### config.mk
export PLATFORM = sky130hd
export DESIGN_NAME = hpm_core
export DESIGN_NICKNAME = d
export VERILOG_FILES = /design/src/rtl/hpm_pkg.sv /design/src/rtl/hpm_indicator.sv /design/src/rtl/hpm_core.sv
export SDC_FILE = /design/constraint.sdc
export NUM_CORES = 1
export LEC_CHECK = 0
export ABC_AREA = 1
export BUFFER_PORTS_ARGS = -buffer_cell sky130_fd_sc_hd__buf_2
export CORE_MARGIN = 3
export CORE_UTILIZATION = 50
export CTS_BUF_LIST = sky130_fd_sc_hd__clkbuf_8
export CTS_CLUSTER_SIZE = 20
export DETAILED_ROUTE_END_ITERATION = 8
export PLACE_DENSITY_LB_ADDON = 0.15
export SETUP_SLACK_MARGIN = 0.4
export SLEW_MARGIN = 0
export SYNTH_ARGS = -nofsm -noshare
export SYNTH_HDL_FRONTEND = slang
export SYNTH_HIERARCHICAL = 1
export SYNTH_SLANG_ARGS = --single-unit
### constraint.sdc
create_clock -name mclk_in -period 2.03 [get_ports mclk_in]
set_input_delay 0.5075 -clock mclk_in [delete_from_list [all_inputs] [get_ports mclk_in]]
set_output_delay 0.5075 -clock mclk_in [all_outputs]
set_load 0.02 [all_outputs]
### src/rtl/hpm_pkg.sv
// shared constants and types for the hot-plug message and interrupt block
package hpm_pkg;

  // hot-plug virtual-wire message codes on the local message ports
  typedef enum logic [3:0] {
    HPM_ATTN_ON    = 4'h0,
    HPM_ATTN_BLINK = 4'h1,
    HPM_ATTN_OFF   = 4'h2,
    HPM_PWR_ON     = 4'h4,
    HPM_PWR_BLINK  = 4'h5,
    HPM_PWR_OFF    = 4'h6,
    HPM_BUTTON     = 4'h8
  } hpm_msg_t;

  // indicator control field encoding
  typedef enum logic [1:0] {
    HPM_IND_RSVD  = 2'h0,
    HPM_IND_ON    = 2'h1,
    HPM_IND_BLINK = 2'h2,
    HPM_IND_OFF   = 2'h3
  } hpm_ind_t;

  // slot status flag positions
  localparam int HPM_NEV = 5;
  localparam int HPM_EV_BUTTON = 0;
  localparam int HPM_EV_PWR_FAULT = 1;
  localparam int HPM_EV_LATCH = 2;
  localparam int HPM_EV_PRESENCE = 3;
  localparam int HPM_EV_CMD_DONE = 4;
  localparam logic [4:0] HPM_STATUS_RST = 5'h00;
  localparam logic [4:0] HPM_WAKE_MASK = 5'h0f;

  // message field positions
  localparam int HPM_MSG_W = 4;
  localparam logic [1:0] HPM_GRP_ATTN = 2'h0;
  localparam logic [1:0] HPM_GRP_PWR = 2'h1;

  // timing
  localparam int HPM_CLK_HZ = 50000000;
  localparam int HPM_SAMPLE_MS = 40;
  localparam int HPM_SAMPLE_CYCLES = (HPM_CLK_HZ / 1000) * HPM_SAMPLE_MS;
  localparam int HPM_BLINK_HALF_MS = 500;
  localparam int HPM_BLINK_HALF_CYCLES = (HPM_CLK_HZ / 1000) * HPM_BLINK_HALF_MS;

endpackage

### src/rtl/hpm_indicator.sv
// one upstream indicator pin: on, blink or off, released during reset
`timescale 1ns/1ps
module hpm_indicator (
  // clock and reset
  input wire logic mclk_in,
  input wire logic reset_n_in,
  // control
  input wire logic present_in,
  input wire logic load_in,
  input wire hpm_pkg::hpm_ind_t mode_in,
  input wire logic blink_in,
  // pin
  output logic led_out,
  output logic led_oe_out
);
  import hpm_pkg::*;

  hpm_ind_t mode_q;
  logic led_q;
  logic oe_q;
  logic led_d;

  assign led_d = (mode_q == HPM_IND_ON) | ((mode_q == HPM_IND_BLINK) & blink_in);

  always_ff @(posedge mclk_in or negedge reset_n_in) begin
    if (!reset_n_in) begin
      mode_q <= HPM_IND_OFF;
      led_q <= 1'b0;
      oe_q <= 1'b0;
    end else begin
      if (load_in) begin
        mode_q <= mode_in;
      end
      led_q <= led_d;
      oe_q <= present_in;
    end
  end

  assign led_out = led_q;
  assign led_oe_out = oe_q;
endmodule

### src/rtl/hpm_core.sv
// hot-plug message generation, slot interrupts and wake, upstream pins
//
// Behaviour
// - revision 1.1 mode: no downstream indicator messages
// - revision 1.1 mode: drop downstream received messages
// - default mode: generate and process downstream messages
// - attention field change sends attention message
// - power field change sends power message
// - button message sets flag, always consumed
// - no interrupt without slot interrupt enable
// - unmasked set status flag raises interrupt
// - msi if enabled, else intx unless disabled
// - d3hot, global enable clear: wake instead
// - d3hot, global enable set: wake and interrupt
// - d3hot masked event: neither wake nor interrupt
// - command completed never causes wake
// - revision 1.1 mode: upstream messages discarded, none sent
// - default mode: upstream messages generated and processed
// - power messages drive upstream power indicator
// - attention messages drive upstream attention indicator
// - upstream button press sends button message
// - sample button once per 40 ms
// - pins undriven during reset, even unclocked
`timescale 1ns/1ps
module hpm_core #(
  parameter int NP = 2,
  parameter int SAMPLE_CYCLES = hpm_pkg::HPM_SAMPLE_CYCLES,
  parameter int BLINK_HALF_CYCLES = hpm_pkg::HPM_BLINK_HALF_CYCLES
) (
  // clock and reset
  input wire logic mclk_in,
  input wire logic reset_n_in,
  // switch mode
  input wire logic hot_plug_revision_select_in,
  // downstream slot control, per port
  input wire logic [NP-1:0] ds_ctrl_enable_in,
  input wire logic [2*NP-1:0] attention_indicator_control_field_in,
  input wire logic [2*NP-1:0] power_indicator_control_field_in,
  input wire logic [hpm_pkg::HPM_NEV*NP-1:0] slot_event_enable_in,
  input wire logic [NP-1:0] hot_plug_irq_enable_in,
  input wire logic [NP-1:0] msi_enable_in,
  input wire logic [NP-1:0] legacy_irq_disable_in,
  input wire logic [NP-1:0] d3hot_in,
  // downstream slot status, per port
  input wire logic [hpm_pkg::HPM_NEV*NP-1:0] slot_event_set_in,
  input wire logic [hpm_pkg::HPM_NEV*NP-1:0] slot_status_clear_in,
  output logic [hpm_pkg::HPM_NEV*NP-1:0] slot_status_out,
  // downstream messages, per port
  input wire logic [NP-1:0] ds_rx_valid_in,
  input wire logic [hpm_pkg::HPM_MSG_W*NP-1:0] ds_rx_code_in,
  input wire logic [NP-1:0] ds_tx_ready_in,
  output logic [NP-1:0] ds_tx_valid_out,
  output logic [hpm_pkg::HPM_MSG_W*NP-1:0] ds_tx_code_out,
  // downstream interrupt and wake requests, per port
  output logic [NP-1:0] msi_req_out,
  output logic [NP-1:0] intx_out,
  output logic [NP-1:0] pme_req_out,
  // upstream capabilities and pin functions
  input wire logic attention_button_present_in,
  input wire logic attention_indicator_present_in,
  input wire logic power_indicator_present_in,
  input wire logic button_pin_alt_in,
  input wire logic attention_pin_alt_in,
  input wire logic power_pin_alt_in,
  // upstream messages
  input wire logic us_rx_valid_in,
  input wire logic [hpm_pkg::HPM_MSG_W-1:0] us_rx_code_in,
  input wire logic us_tx_ready_in,
  output logic us_tx_valid_out,
  output logic [hpm_pkg::HPM_MSG_W-1:0] us_tx_code_out,
  // upstream pins
  input wire logic upstream_button_n_in,
  output logic upstream_attention_led_out,
  output logic upstream_attention_led_oe_out,
  output logic upstream_power_led_out,
  output logic upstream_power_led_oe_out
);
  import hpm_pkg::*;

  logic rev11;
  assign rev11 = hot_plug_revision_select_in;

  ////////////////////////////////////////////////////////////////////////
  // downstream ports

  genvar p;
  generate
    for (p = 0; p < NP; p++) begin : g_port
      logic [1:0] attn_f;
      logic [1:0] pwr_f;
      logic [1:0] attn_prev_q;
      logic [1:0] pwr_prev_q;
      logic [1:0] pend_q;
      logic [1:0] pend_d;
      logic [1:0] pend_set;
      logic [1:0] take;
      logic tx_valid_q;
      logic [HPM_MSG_W-1:0] tx_code_q;
      logic tx_free;
      logic tx_load;
      logic [HPM_MSG_W-1:0] attn_code;
      logic [HPM_MSG_W-1:0] pwr_code;
      logic [HPM_NEV-1:0] stat_q;
      logic [HPM_NEV-1:0] stat_d;
      logic [HPM_NEV-1:0] ev_en;
      logic [HPM_NEV-1:0] stat_set;
      logic rx_button;
      logic active;
      logic irq;
      logic wake;
      logic irq_prev_q;
      logic wake_prev_q;
      logic msi_q;
      logic intx_q;
      logic pme_q;

      assign attn_f = attention_indicator_control_field_in[2*p +: 2];
      assign pwr_f = power_indicator_control_field_in[2*p +: 2];
      assign ev_en = slot_event_enable_in[HPM_NEV*p +: HPM_NEV];
      assign active = ds_ctrl_enable_in[p] & ~rev11;

      assign pend_set[0] = active & (attn_f != attn_prev_q) & (attn_f != HPM_IND_RSVD);
      assign pend_set[1] = active & (pwr_f != pwr_prev_q) & (pwr_f != HPM_IND_RSVD);
      assign attn_code = {HPM_GRP_ATTN, attn_f - 2'h1};
      assign pwr_code = {HPM_GRP_PWR, pwr_f - 2'h1};

      // attention goes first when both fields change together
      assign tx_free = ~tx_valid_q | ds_tx_ready_in[p];
      assign tx_load = tx_free & (|pend_q) & ~rev11;
      assign take[0] = tx_load & pend_q[0];
      assign take[1] = tx_load & ~pend_q[0] & pend_q[1];
      // an offer already on the link stays until taken, even after a mode change
      // revision 1.1 flushes pending messages
      assign pend_d = rev11 ? 2'h0 : (pend_set | (pend_q & ~take));

      // button message sets flag, never forwarded
      assign rx_button = ds_rx_valid_in[p] & active & (ds_rx_code_in[HPM_MSG_W*p +: HPM_MSG_W] == HPM_BUTTON);
      // set wins over a same-cycle clear
      assign stat_set = slot_event_set_in[HPM_NEV*p +: HPM_NEV] | {{(HPM_NEV-1){1'b0}}, rx_button};
      assign stat_d = stat_set | (stat_q & ~slot_status_clear_in[HPM_NEV*p +: HPM_NEV]);

      // unmasked flag, gated by slot enable
      assign irq = hot_plug_irq_enable_in[p] & (|(stat_q & ev_en));
      assign wake = d3hot_in[p] & (|(stat_q & ev_en & HPM_WAKE_MASK));

      always_ff @(posedge mclk_in or negedge reset_n_in) begin
        if (!reset_n_in) begin
          attn_prev_q <= HPM_IND_OFF;
          pwr_prev_q <= HPM_IND_OFF;
          pend_q <= 2'h0;
          tx_valid_q <= 1'b0;
          tx_code_q <= HPM_ATTN_OFF;
          stat_q <= HPM_STATUS_RST;
          irq_prev_q <= 1'b0;
          wake_prev_q <= 1'b0;
          msi_q <= 1'b0;
          intx_q <= 1'b0;
          pme_q <= 1'b0;
        end else begin
          attn_prev_q <= attn_f;
          pwr_prev_q <= pwr_f;
          pend_q <= pend_d;
          if (tx_load) begin
            tx_valid_q <= 1'b1;
            tx_code_q <= take[0] ? attn_code : pwr_code;
          end else if (tx_free) begin
            tx_valid_q <= 1'b0;
          end
          stat_q <= stat_d;
          irq_prev_q <= irq;
          wake_prev_q <= wake;
          msi_q <= irq & ~irq_prev_q & msi_enable_in[p];
          intx_q <= irq & ~msi_enable_in[p] & ~legacy_irq_disable_in[p];
          // wake on new unmasked event in d3hot
          pme_q <= wake & ~wake_prev_q;
        end
      end

      assign ds_tx_valid_out[p] = tx_valid_q;
      assign ds_tx_code_out[HPM_MSG_W*p +: HPM_MSG_W] = tx_code_q;
      assign slot_status_out[HPM_NEV*p +: HPM_NEV] = stat_q;
      assign msi_req_out[p] = msi_q;
      assign intx_out[p] = intx_q;
      assign pme_req_out[p] = pme_q;
    end
  endgenerate

  ////////////////////////////////////////////////////////////////////////
  // upstream received indicator messages

  logic us_rx_ok;
  logic us_attn_en;
  logic us_pwr_en;
  logic us_attn_load;
  logic us_pwr_load;
  logic [1:0] us_rx_grp;
  hpm_ind_t us_rx_mode;

  // nothing processed in revision 1.1 mode
  assign us_rx_ok = us_rx_valid_in & ~rev11;
  assign us_rx_grp = us_rx_code_in[3:2];
  assign us_rx_mode = hpm_ind_t'(us_rx_code_in[1:0] + 2'h1);
  assign us_attn_en = attention_indicator_present_in & attention_pin_alt_in;
  assign us_pwr_en = power_indicator_present_in & power_pin_alt_in;
  // attention messages consumed into the pin
  assign us_attn_load = us_rx_ok & us_attn_en & (us_rx_grp == HPM_GRP_ATTN) & (us_rx_code_in[1:0] != 2'h3);
  // power messages consumed into the pin
  assign us_pwr_load = us_rx_ok & us_pwr_en & (us_rx_grp == HPM_GRP_PWR) & (us_rx_code_in[1:0] != 2'h3);

  ////////////////////////////////////////////////////////////////////////
  // blink timebase and button sampling

  logic [31:0] blink_cnt_q;
  logic blink_q;
  logic [31:0] samp_cnt_q;
  logic samp_tick;
  logic button_q;
  logic button_d;
  logic press;
  logic us_pend_q;
  logic us_tx_valid_q;
  logic us_tx_free;

  always_ff @(posedge mclk_in or negedge reset_n_in) begin
    if (!reset_n_in) begin
      blink_cnt_q <= 32'h0;
      blink_q <= 1'b0;
    end else if (blink_cnt_q == 32'(BLINK_HALF_CYCLES - 1)) begin
      blink_cnt_q <= 32'h0;
      blink_q <= ~blink_q;
    end else begin
      blink_cnt_q <= blink_cnt_q + 32'h1;
    end
  end

  assign samp_tick = (samp_cnt_q == 32'(SAMPLE_CYCLES - 1));
  // bounces inside a window are never seen, so no extra filter
  assign button_d = samp_tick ? ~upstream_button_n_in : button_q;
  // press only with capability and pin function
  assign press = samp_tick & button_d & ~button_q & attention_button_present_in & button_pin_alt_in;
  assign us_tx_free = ~us_tx_valid_q | us_tx_ready_in;

  always_ff @(posedge mclk_in or negedge reset_n_in) begin
    if (!reset_n_in) begin
      samp_cnt_q <= 32'h0;
      button_q <= 1'b0;
      us_pend_q <= 1'b0;
      us_tx_valid_q <= 1'b0;
    end else begin
      samp_cnt_q <= samp_tick ? 32'h0 : samp_cnt_q + 32'h1;
      button_q <= button_d;
      // send in default mode, never in 1.1
      if (rev11) begin
        us_pend_q <= 1'b0;
      end else if (press) begin
        us_pend_q <= 1'b1;
      end else if (us_tx_free) begin
        us_pend_q <= 1'b0;
      end
      if (us_tx_free) begin
        us_tx_valid_q <= us_pend_q & ~rev11;
      end
    end
  end

  assign us_tx_valid_out = us_tx_valid_q;
  assign us_tx_code_out = HPM_BUTTON;

  ////////////////////////////////////////////////////////////////////////
  // upstream indicator pins

  hpm_indicator u_attn (
    .mclk_in(mclk_in),
    .reset_n_in(reset_n_in),
    .present_in(us_attn_en),
    .load_in(us_attn_load),
    .mode_in(us_rx_mode),
    .blink_in(blink_q),
    .led_out(upstream_attention_led_out),
    .led_oe_out(upstream_attention_led_oe_out)
  );

  hpm_indicator u_pwr (
    .mclk_in(mclk_in),
    .reset_n_in(reset_n_in),
    .present_in(us_pwr_en),
    .load_in(us_pwr_load),
    .mode_in(us_rx_mode),
    .blink_in(blink_q),
    .led_out(upstream_power_led_out),
    .led_oe_out(upstream_power_led_oe_out)
  );

endmodule

* Word level (Yosys, flattened, before mapping)
Index checks and enable logic that the tools add are counted.
** Cells by class
- Add/subtract/negate cells :: 7
- Multiply operators :: 0
- Div/mod/pow operators :: 0
- Magnitude comparators :: 0
- Eq/ne operators :: 14
- Shifts and indexed selects :: 0
- Mux-type cells :: 14
- Bitwise logic cells :: 92
- Reduce and logical (&&, ||, !) cells :: 14
** Operators by type and width (number)
- adder 32 x 1 -> 32 bit, second input constant :: 2
- 2-to-1 mux 32 bit :: 2
- bitwise AND 1 bit :: 54
- equality test 32 x 21 -> 1 bit, second input constant :: 1
- equality test 32 x 25 -> 1 bit, second input constant :: 1
- bitwise AND 5 bit :: 4
- NOT 1 bit :: 17
- nonzero test 2 bit :: 6
- NOT 5 bit :: 2
- bitwise OR 5 x 1 -> 5 bit :: 2
- bitwise OR 5 bit :: 2
- OR reduction 5 bit :: 2
- equality test 4 bit, second input constant :: 2
- 2-to-1 mux 1 bit :: 8
- != test 2 bit :: 4
- OR reduction 4 bit :: 2
- subtractor 2 x 1 -> 2 bit, second input constant :: 4
- equality test 2 x 1 -> 1 bit, second input constant :: 3
- 2-to-1 mux 3 bit :: 2
- bitwise OR 1 bit :: 5
- bitwise AND 2 bit :: 2
- equality test 2 bit, second input constant :: 2
- 2-to-1 mux 2 bit :: 2
- NOT 2 bit :: 2
- 6 further kinds :: 8
** Word-level totals
- Bits in registers :: 118
- Bits in latches :: 0
- Memory bits (writable) :: 0
- Memory bits (read-only) :: 0
- Bits of input ports :: 76
- Output and inout port bits :: 35
- Word-level logic and storage cells :: 175
- Memories kept :: 0

* Logic depth before layout (Yosys ltp)
- Word-level depth :: 10
- Depth in mapped cells :: 10
- Depth with buffers taken out :: 10

* Hierarchy
The synthesis kept the hierarchy.
** By module, submodules not included
- hpm_core :: times used 1, cells each 819, area an instance 5928.2 um^2, seq. area each 2715.1 um^2
- hpm_indicator :: times used 2, cells each 13, area an instance 140.1 um^2, seq. area each 102.6 um^2

* Worst setup path after synthesis
Ideal clock, no wire load.
- Path kind :: register to register
- Start point :: register blink_cnt_q[0]
- End point :: register blink_cnt_q[11]
- Arrival :: 1.356 ns
- Required time :: 1.910 ns
- Path slack :: 0.554 ns
- Stages on the path, launching flop included :: 10
- Path buffers :: 1
- Clock period less this slack :: 1.476 ns
- Cell sequence :: dfrtp_1 > ha_1 > nand3_2 > inv_2 > nand2_1 > nor2_2 > nand2_2 > clkinv_4 > buf_8 > nor2_1
** Between the ends
- Cells in the longest elaborated chain, start to end :: 2
- Elaborated cells between the ends (all ways) :: 3
** RTL lines
- start, declared :: RTL line hpm_core.sv:213 : logic [31:0] blink_cnt_q;
- start signal, assigned :: RTL line hpm_core.sv:232 : blink_cnt_q <= blink_cnt_q + 32'h1;
- adder 32 x 1 -> 32 bit / equality test 32 x 25 -> 1 bit (equally long branches) :: RTL line hpm_core.sv:232, hpm_core.sv:228
- 2-to-1 mux 32 bit * :: RTL line hpm_core.sv:228 : end else if (blink_cnt_q == 32'(BLINK_HALF_CYCLES - 1)) begin
Mark *: on every way between the ends. The rest lies on a longest branch, timed or not.
A chain may end at the register's enable or synchronous reset.

* Final worst setup path
- Start point :: register g_port[0].tx_code_q[1]
- End point :: output port ds_tx_code_out[1] (netlist bit)
** RTL lines
- start, declared :: RTL line hpm_core.sv:98 : logic [HPM_MSG_W-1:0] tx_code_q;
- start signal, assigned :: RTL line hpm_core.sv:165 : tx_code_q <= take[0] ? attn_code : pwr_code;
- end, declared :: RTL line hpm_core.sv:53 : output logic [hpm_pkg::HPM_MSG_W*NP-1:0] ds_tx_code_out,
No word-level cell between the ends.

==> flow_summary.json <==
{
  "peakVddDrop_mv": 0.712,
  "clk_root_buffer_cell": "clkbuf_8",
  "ff2ff_path_depth": 6,
  "setup-violations-final": 0,
  "drv.max_cap_violation_count": 0,
  "grt_first_pass_wirelength_um": 24200,
  "dr.pass1.iters": 5,
  "synth-seq-area-share_pct": 47.0,
  "power_frac_clock_pct": 43.2,
  "layout_worst_path_cycle_share_pct": 79.4,
  "detail-route-antenna-nets": 0,
  "crit_type": "reg2out",
  "critical_path_required_ps": 1520,
  "timing.critical_path.slowest_stage_cell": "dfstp_2",
  "status": "complete, no violations",
  "grt_setup_unrepaired": "yes",
  "cts.clk_slew.worst_paths_ps": 70,
  "r2r_end": "samp_cnt_q[10]",
  "period_needed_ps": 1610,
  "finalWeightedCongestion": 0.924,
  "setup.worst_path.end_class": "primary output",
  "static_leakage_nw": 3.80,
  "yosys_register_bits": 116,
  "die_y_um": 117,
  "num_vias": 5373,
  "core_region_area_um2": 12100,
  "net_switching_fraction_of_the_power_pct": 25.4,
  "overall_fraction_of_global_route_tracks_in_use_pct": 21.7,
  "place_hpwl_um": 11100,
  "synth_area_um2": 6210,
  "holdCritStartpoint": "attention_indicator_control_field_in[2]",
  "synth_area_leaders": "dfrtp_1, nand2_1, inv_1",
  "total_clock_buffers_created_by_cts": 17,
  "p_int_mw": 4.04,
  "critical-path-max-stage-delay_ps": 550,
  "rr_startpoint": "samp_cnt_q[0]",
  "layout-area-overhead-vs-synth_pct": 19.0,
  "floorplan.initialDensity_pct": 51.5,
  "grt_antenna_before_repair": 0,
  "globalRoute.totalOverflow": 0,
  "slew_violations": 0,
  "synthDominantAreaCellType": "dfrtp_1",
  "port_buffers": 104,
  "drc_errors": 0,
  "cp_top_family": "flip-flops",
  "post_route_skew_ps": 12.9,
  "grt_pass1_vias": 4994,
  "worst-path-buf-inv": 1,
  "netlist-cell-type-count": 32,
  "warnings_synthesis": 6,
  "clock_tree_from_tritoncts": "yes",
  "share_of_post_route_cells_with_drive_strength_above_1_pct": 19.3,
  "seq_power_share_pct": 46.5,
  "totalNegativeSetupSlack_ps": 0,
  "syn-mean-instance-area_um2": 7.35,
  "vias_per_cell": 4.69,
  "cells_after_synth": 845,
  "grt_start_max_net_pins": 40,
  "worstHoldEndpoint": "g_port[1].attn_prev_q[0]",
  "h-tree-depth": 4,
  "power.share.combinational_pct": 10.3,
  "clkLatencyLatePin_ps": 450,
  "floorplan.io_pins": 111,
  "worstPathMaxFanout": 2,
  "drt-wirelength-per-cell_um": 12.5,
  "power_per_cell_area_nw_per_um2": 733,
  "final_net_count": 1043,
  "worstHoldPathCells": 1,
  "worst_ep_arrival_time_ps": 1100,
  "hold_path.class": "in2reg",
  "cts.sinks": 116,
  "cp_cell_sequence": "buf_6",
  "postRouteWirelength_um": 14400,
  "cts-root-to-sink-buffers": 2,
  "finalPower_mw": 5.42,
  "hold_violations": 0,
  "die-width_um": 117,
  "floorplan.rows": 40,
  "r2r_setup_slack_ps": 510,
  "die_area_um2": 13800,
  "critical_path.startpoint_type": "register",
  "max_freq_ghz": 0.621,
  "detailedRoute.firstIterationViolations": 280,
  "p_sw_mw": 1.38,
  "synth_top_area_share_pct": 41.1,
  "n_antenna_cell": 0
}
-- registers in the layout, indices dropped and copies added (netlist names) --
signal              cells
g_port.pme_q            2
u_attn/led_out          1
g_port.irq_prev_q       2
u_pwr/led_out           1
button_q                1
samp_cnt_q             32
g_port.intx_q           2
blink_cnt_q            32
g_port.tx_code_q        6
g_port.attn_prev_q      4
us_pend_q               1
g_port.tx_valid_q       2
u_attn/led_oe_out       1
u_pwr/mode_q            2
g_port.pwr_prev_q       4
us_tx_valid_out         1
u_pwr/led_oe_out        1
g_port.stat_q          10
blink_q                 1
g_port.msi_q            2
u_attn/mode_q           2
g_port.pend_q           4
g_port.wake_prev_q      2
-- timing repair --
item / 4_1_cts / 5_1_grt
setup endpoints to repair: 3 / 36
pin swaps: 0 / 1
resized for setup: 5 / 6
endpoints found under the hold margin: 25 / 0
setup buffers: 1 / 2
hold buffers: 1 / 0
-- stage by stage --
step,util (%),worst slack [ps],cells,hold slack [ps],area (µm²)
after floorplan,-,554,849,212,6220
after global routing,61.3,377,1145,154,7390
final,61.3,419,1145,183,7390
after global placement,57.1,454,1109,385,6880
after CTS,60.9,391,1143,157,7350
after detailed placement,57.1,406,1109,392,6880
-- power groups by stage --
stage / sequential, mW / combinational [mW] / clock, mW
floorplan: 2.64 / 0.223 / 0
CTS: 2.52 / 0.570 / 2.40
finish: 2.52 / 0.559 / 2.34
global route: 2.54 / 0.626 / 2.49
detailed placement: 2.56 / 0.539 / 0
global placement: 2.56 / 0.536 / 0
-- layer usage --
layer  track usage [%]  routed length [µm]
met5                 0                   0
met4              7.33                 238
met3              5.21                 664
met2              35.2                6890
met1              28.8                6560
-- Yosys cell counts --
master    number
a21oi_1        9
a22o_1         4
buf_4         14
buf_8          1
clkinv_4       1
conb_1         2
dfrtp_1      102
dfstp_2       14
ha_1           3
inv_1        130
inv_2          4
nand2_1      255
nand2_2        2
nand3_1       51
nand3_2        2
nand3b_1       1
nand4_1        8
nor2_1       130
nor2_2        15
nor2_4         2
nor3_1        27
nor3_2         1
nor3b_1        1
nor4_1         3
o211ai_1       2
o21ai_0       16
o21ai_1        5
o21bai_1       8
or2_2          2
or3_1          1
xnor2_1        7
xor2_1        22
-- layout make-up --
class,instances,area (µm²)
fillers,1152,4670
flip-flops and latches,116,2920
multi-input cells,583,2700
repair buffers,111,616
inverters,135,512
clock buffers,18,248
well taps,168,210
clock inverters,14,185
-- kinds of logic (layout without fill, tap and decap cells) --
logic type	after synthesis	count (layout)	synth area share [%]
AND/OR/NAND/NOR	501	501	33.8
buffers and inverters	150	278	10.2
flip-flops	116	116	47.0
AO/OA/AOI/OAI	44	44	4.19
XOR/XNOR	29	29	4.09
adder cells (fa/ha/maj)	3	3	0.605
other	2	6	0.121
-- worst max path at each step --
stage | from | endpoint | depth (start not counted)
after global placement | us_rx_code_in[0] | u_attn/mode_q[1] | 7
after global routing | samp_cnt_q[0] | us_pend_q | 7
after floorplan | blink_cnt_q[0] | blink_cnt_q[11] | 9
after detailed placement | samp_cnt_q[0] | samp_cnt_q[17] | 6
final | g_port[0].tx_code_q[1] | ds_tx_code_out[1] | 1
after CTS | g_port[0].tx_code_q[1] | ds_tx_code_out[1] | 1
-- placed cells by master (no fill, tap or decap), drive strengths merged, types with 7 or more instances in the layout --
cell,netlist,final
dfrtp,102,102
nand4,8,8
nand2,257,257
nor2,147,147
nand3,53,53
o21bai,8,8
inv,134,136
xor2,22,22
dfstp,14,14
nor3,28,28
xnor2,7,7
buf,15,110
a21oi,9,9
o21ai,21,21
clkbuf,0,18
Note: power is estimated with default switching activity, not from simulation.
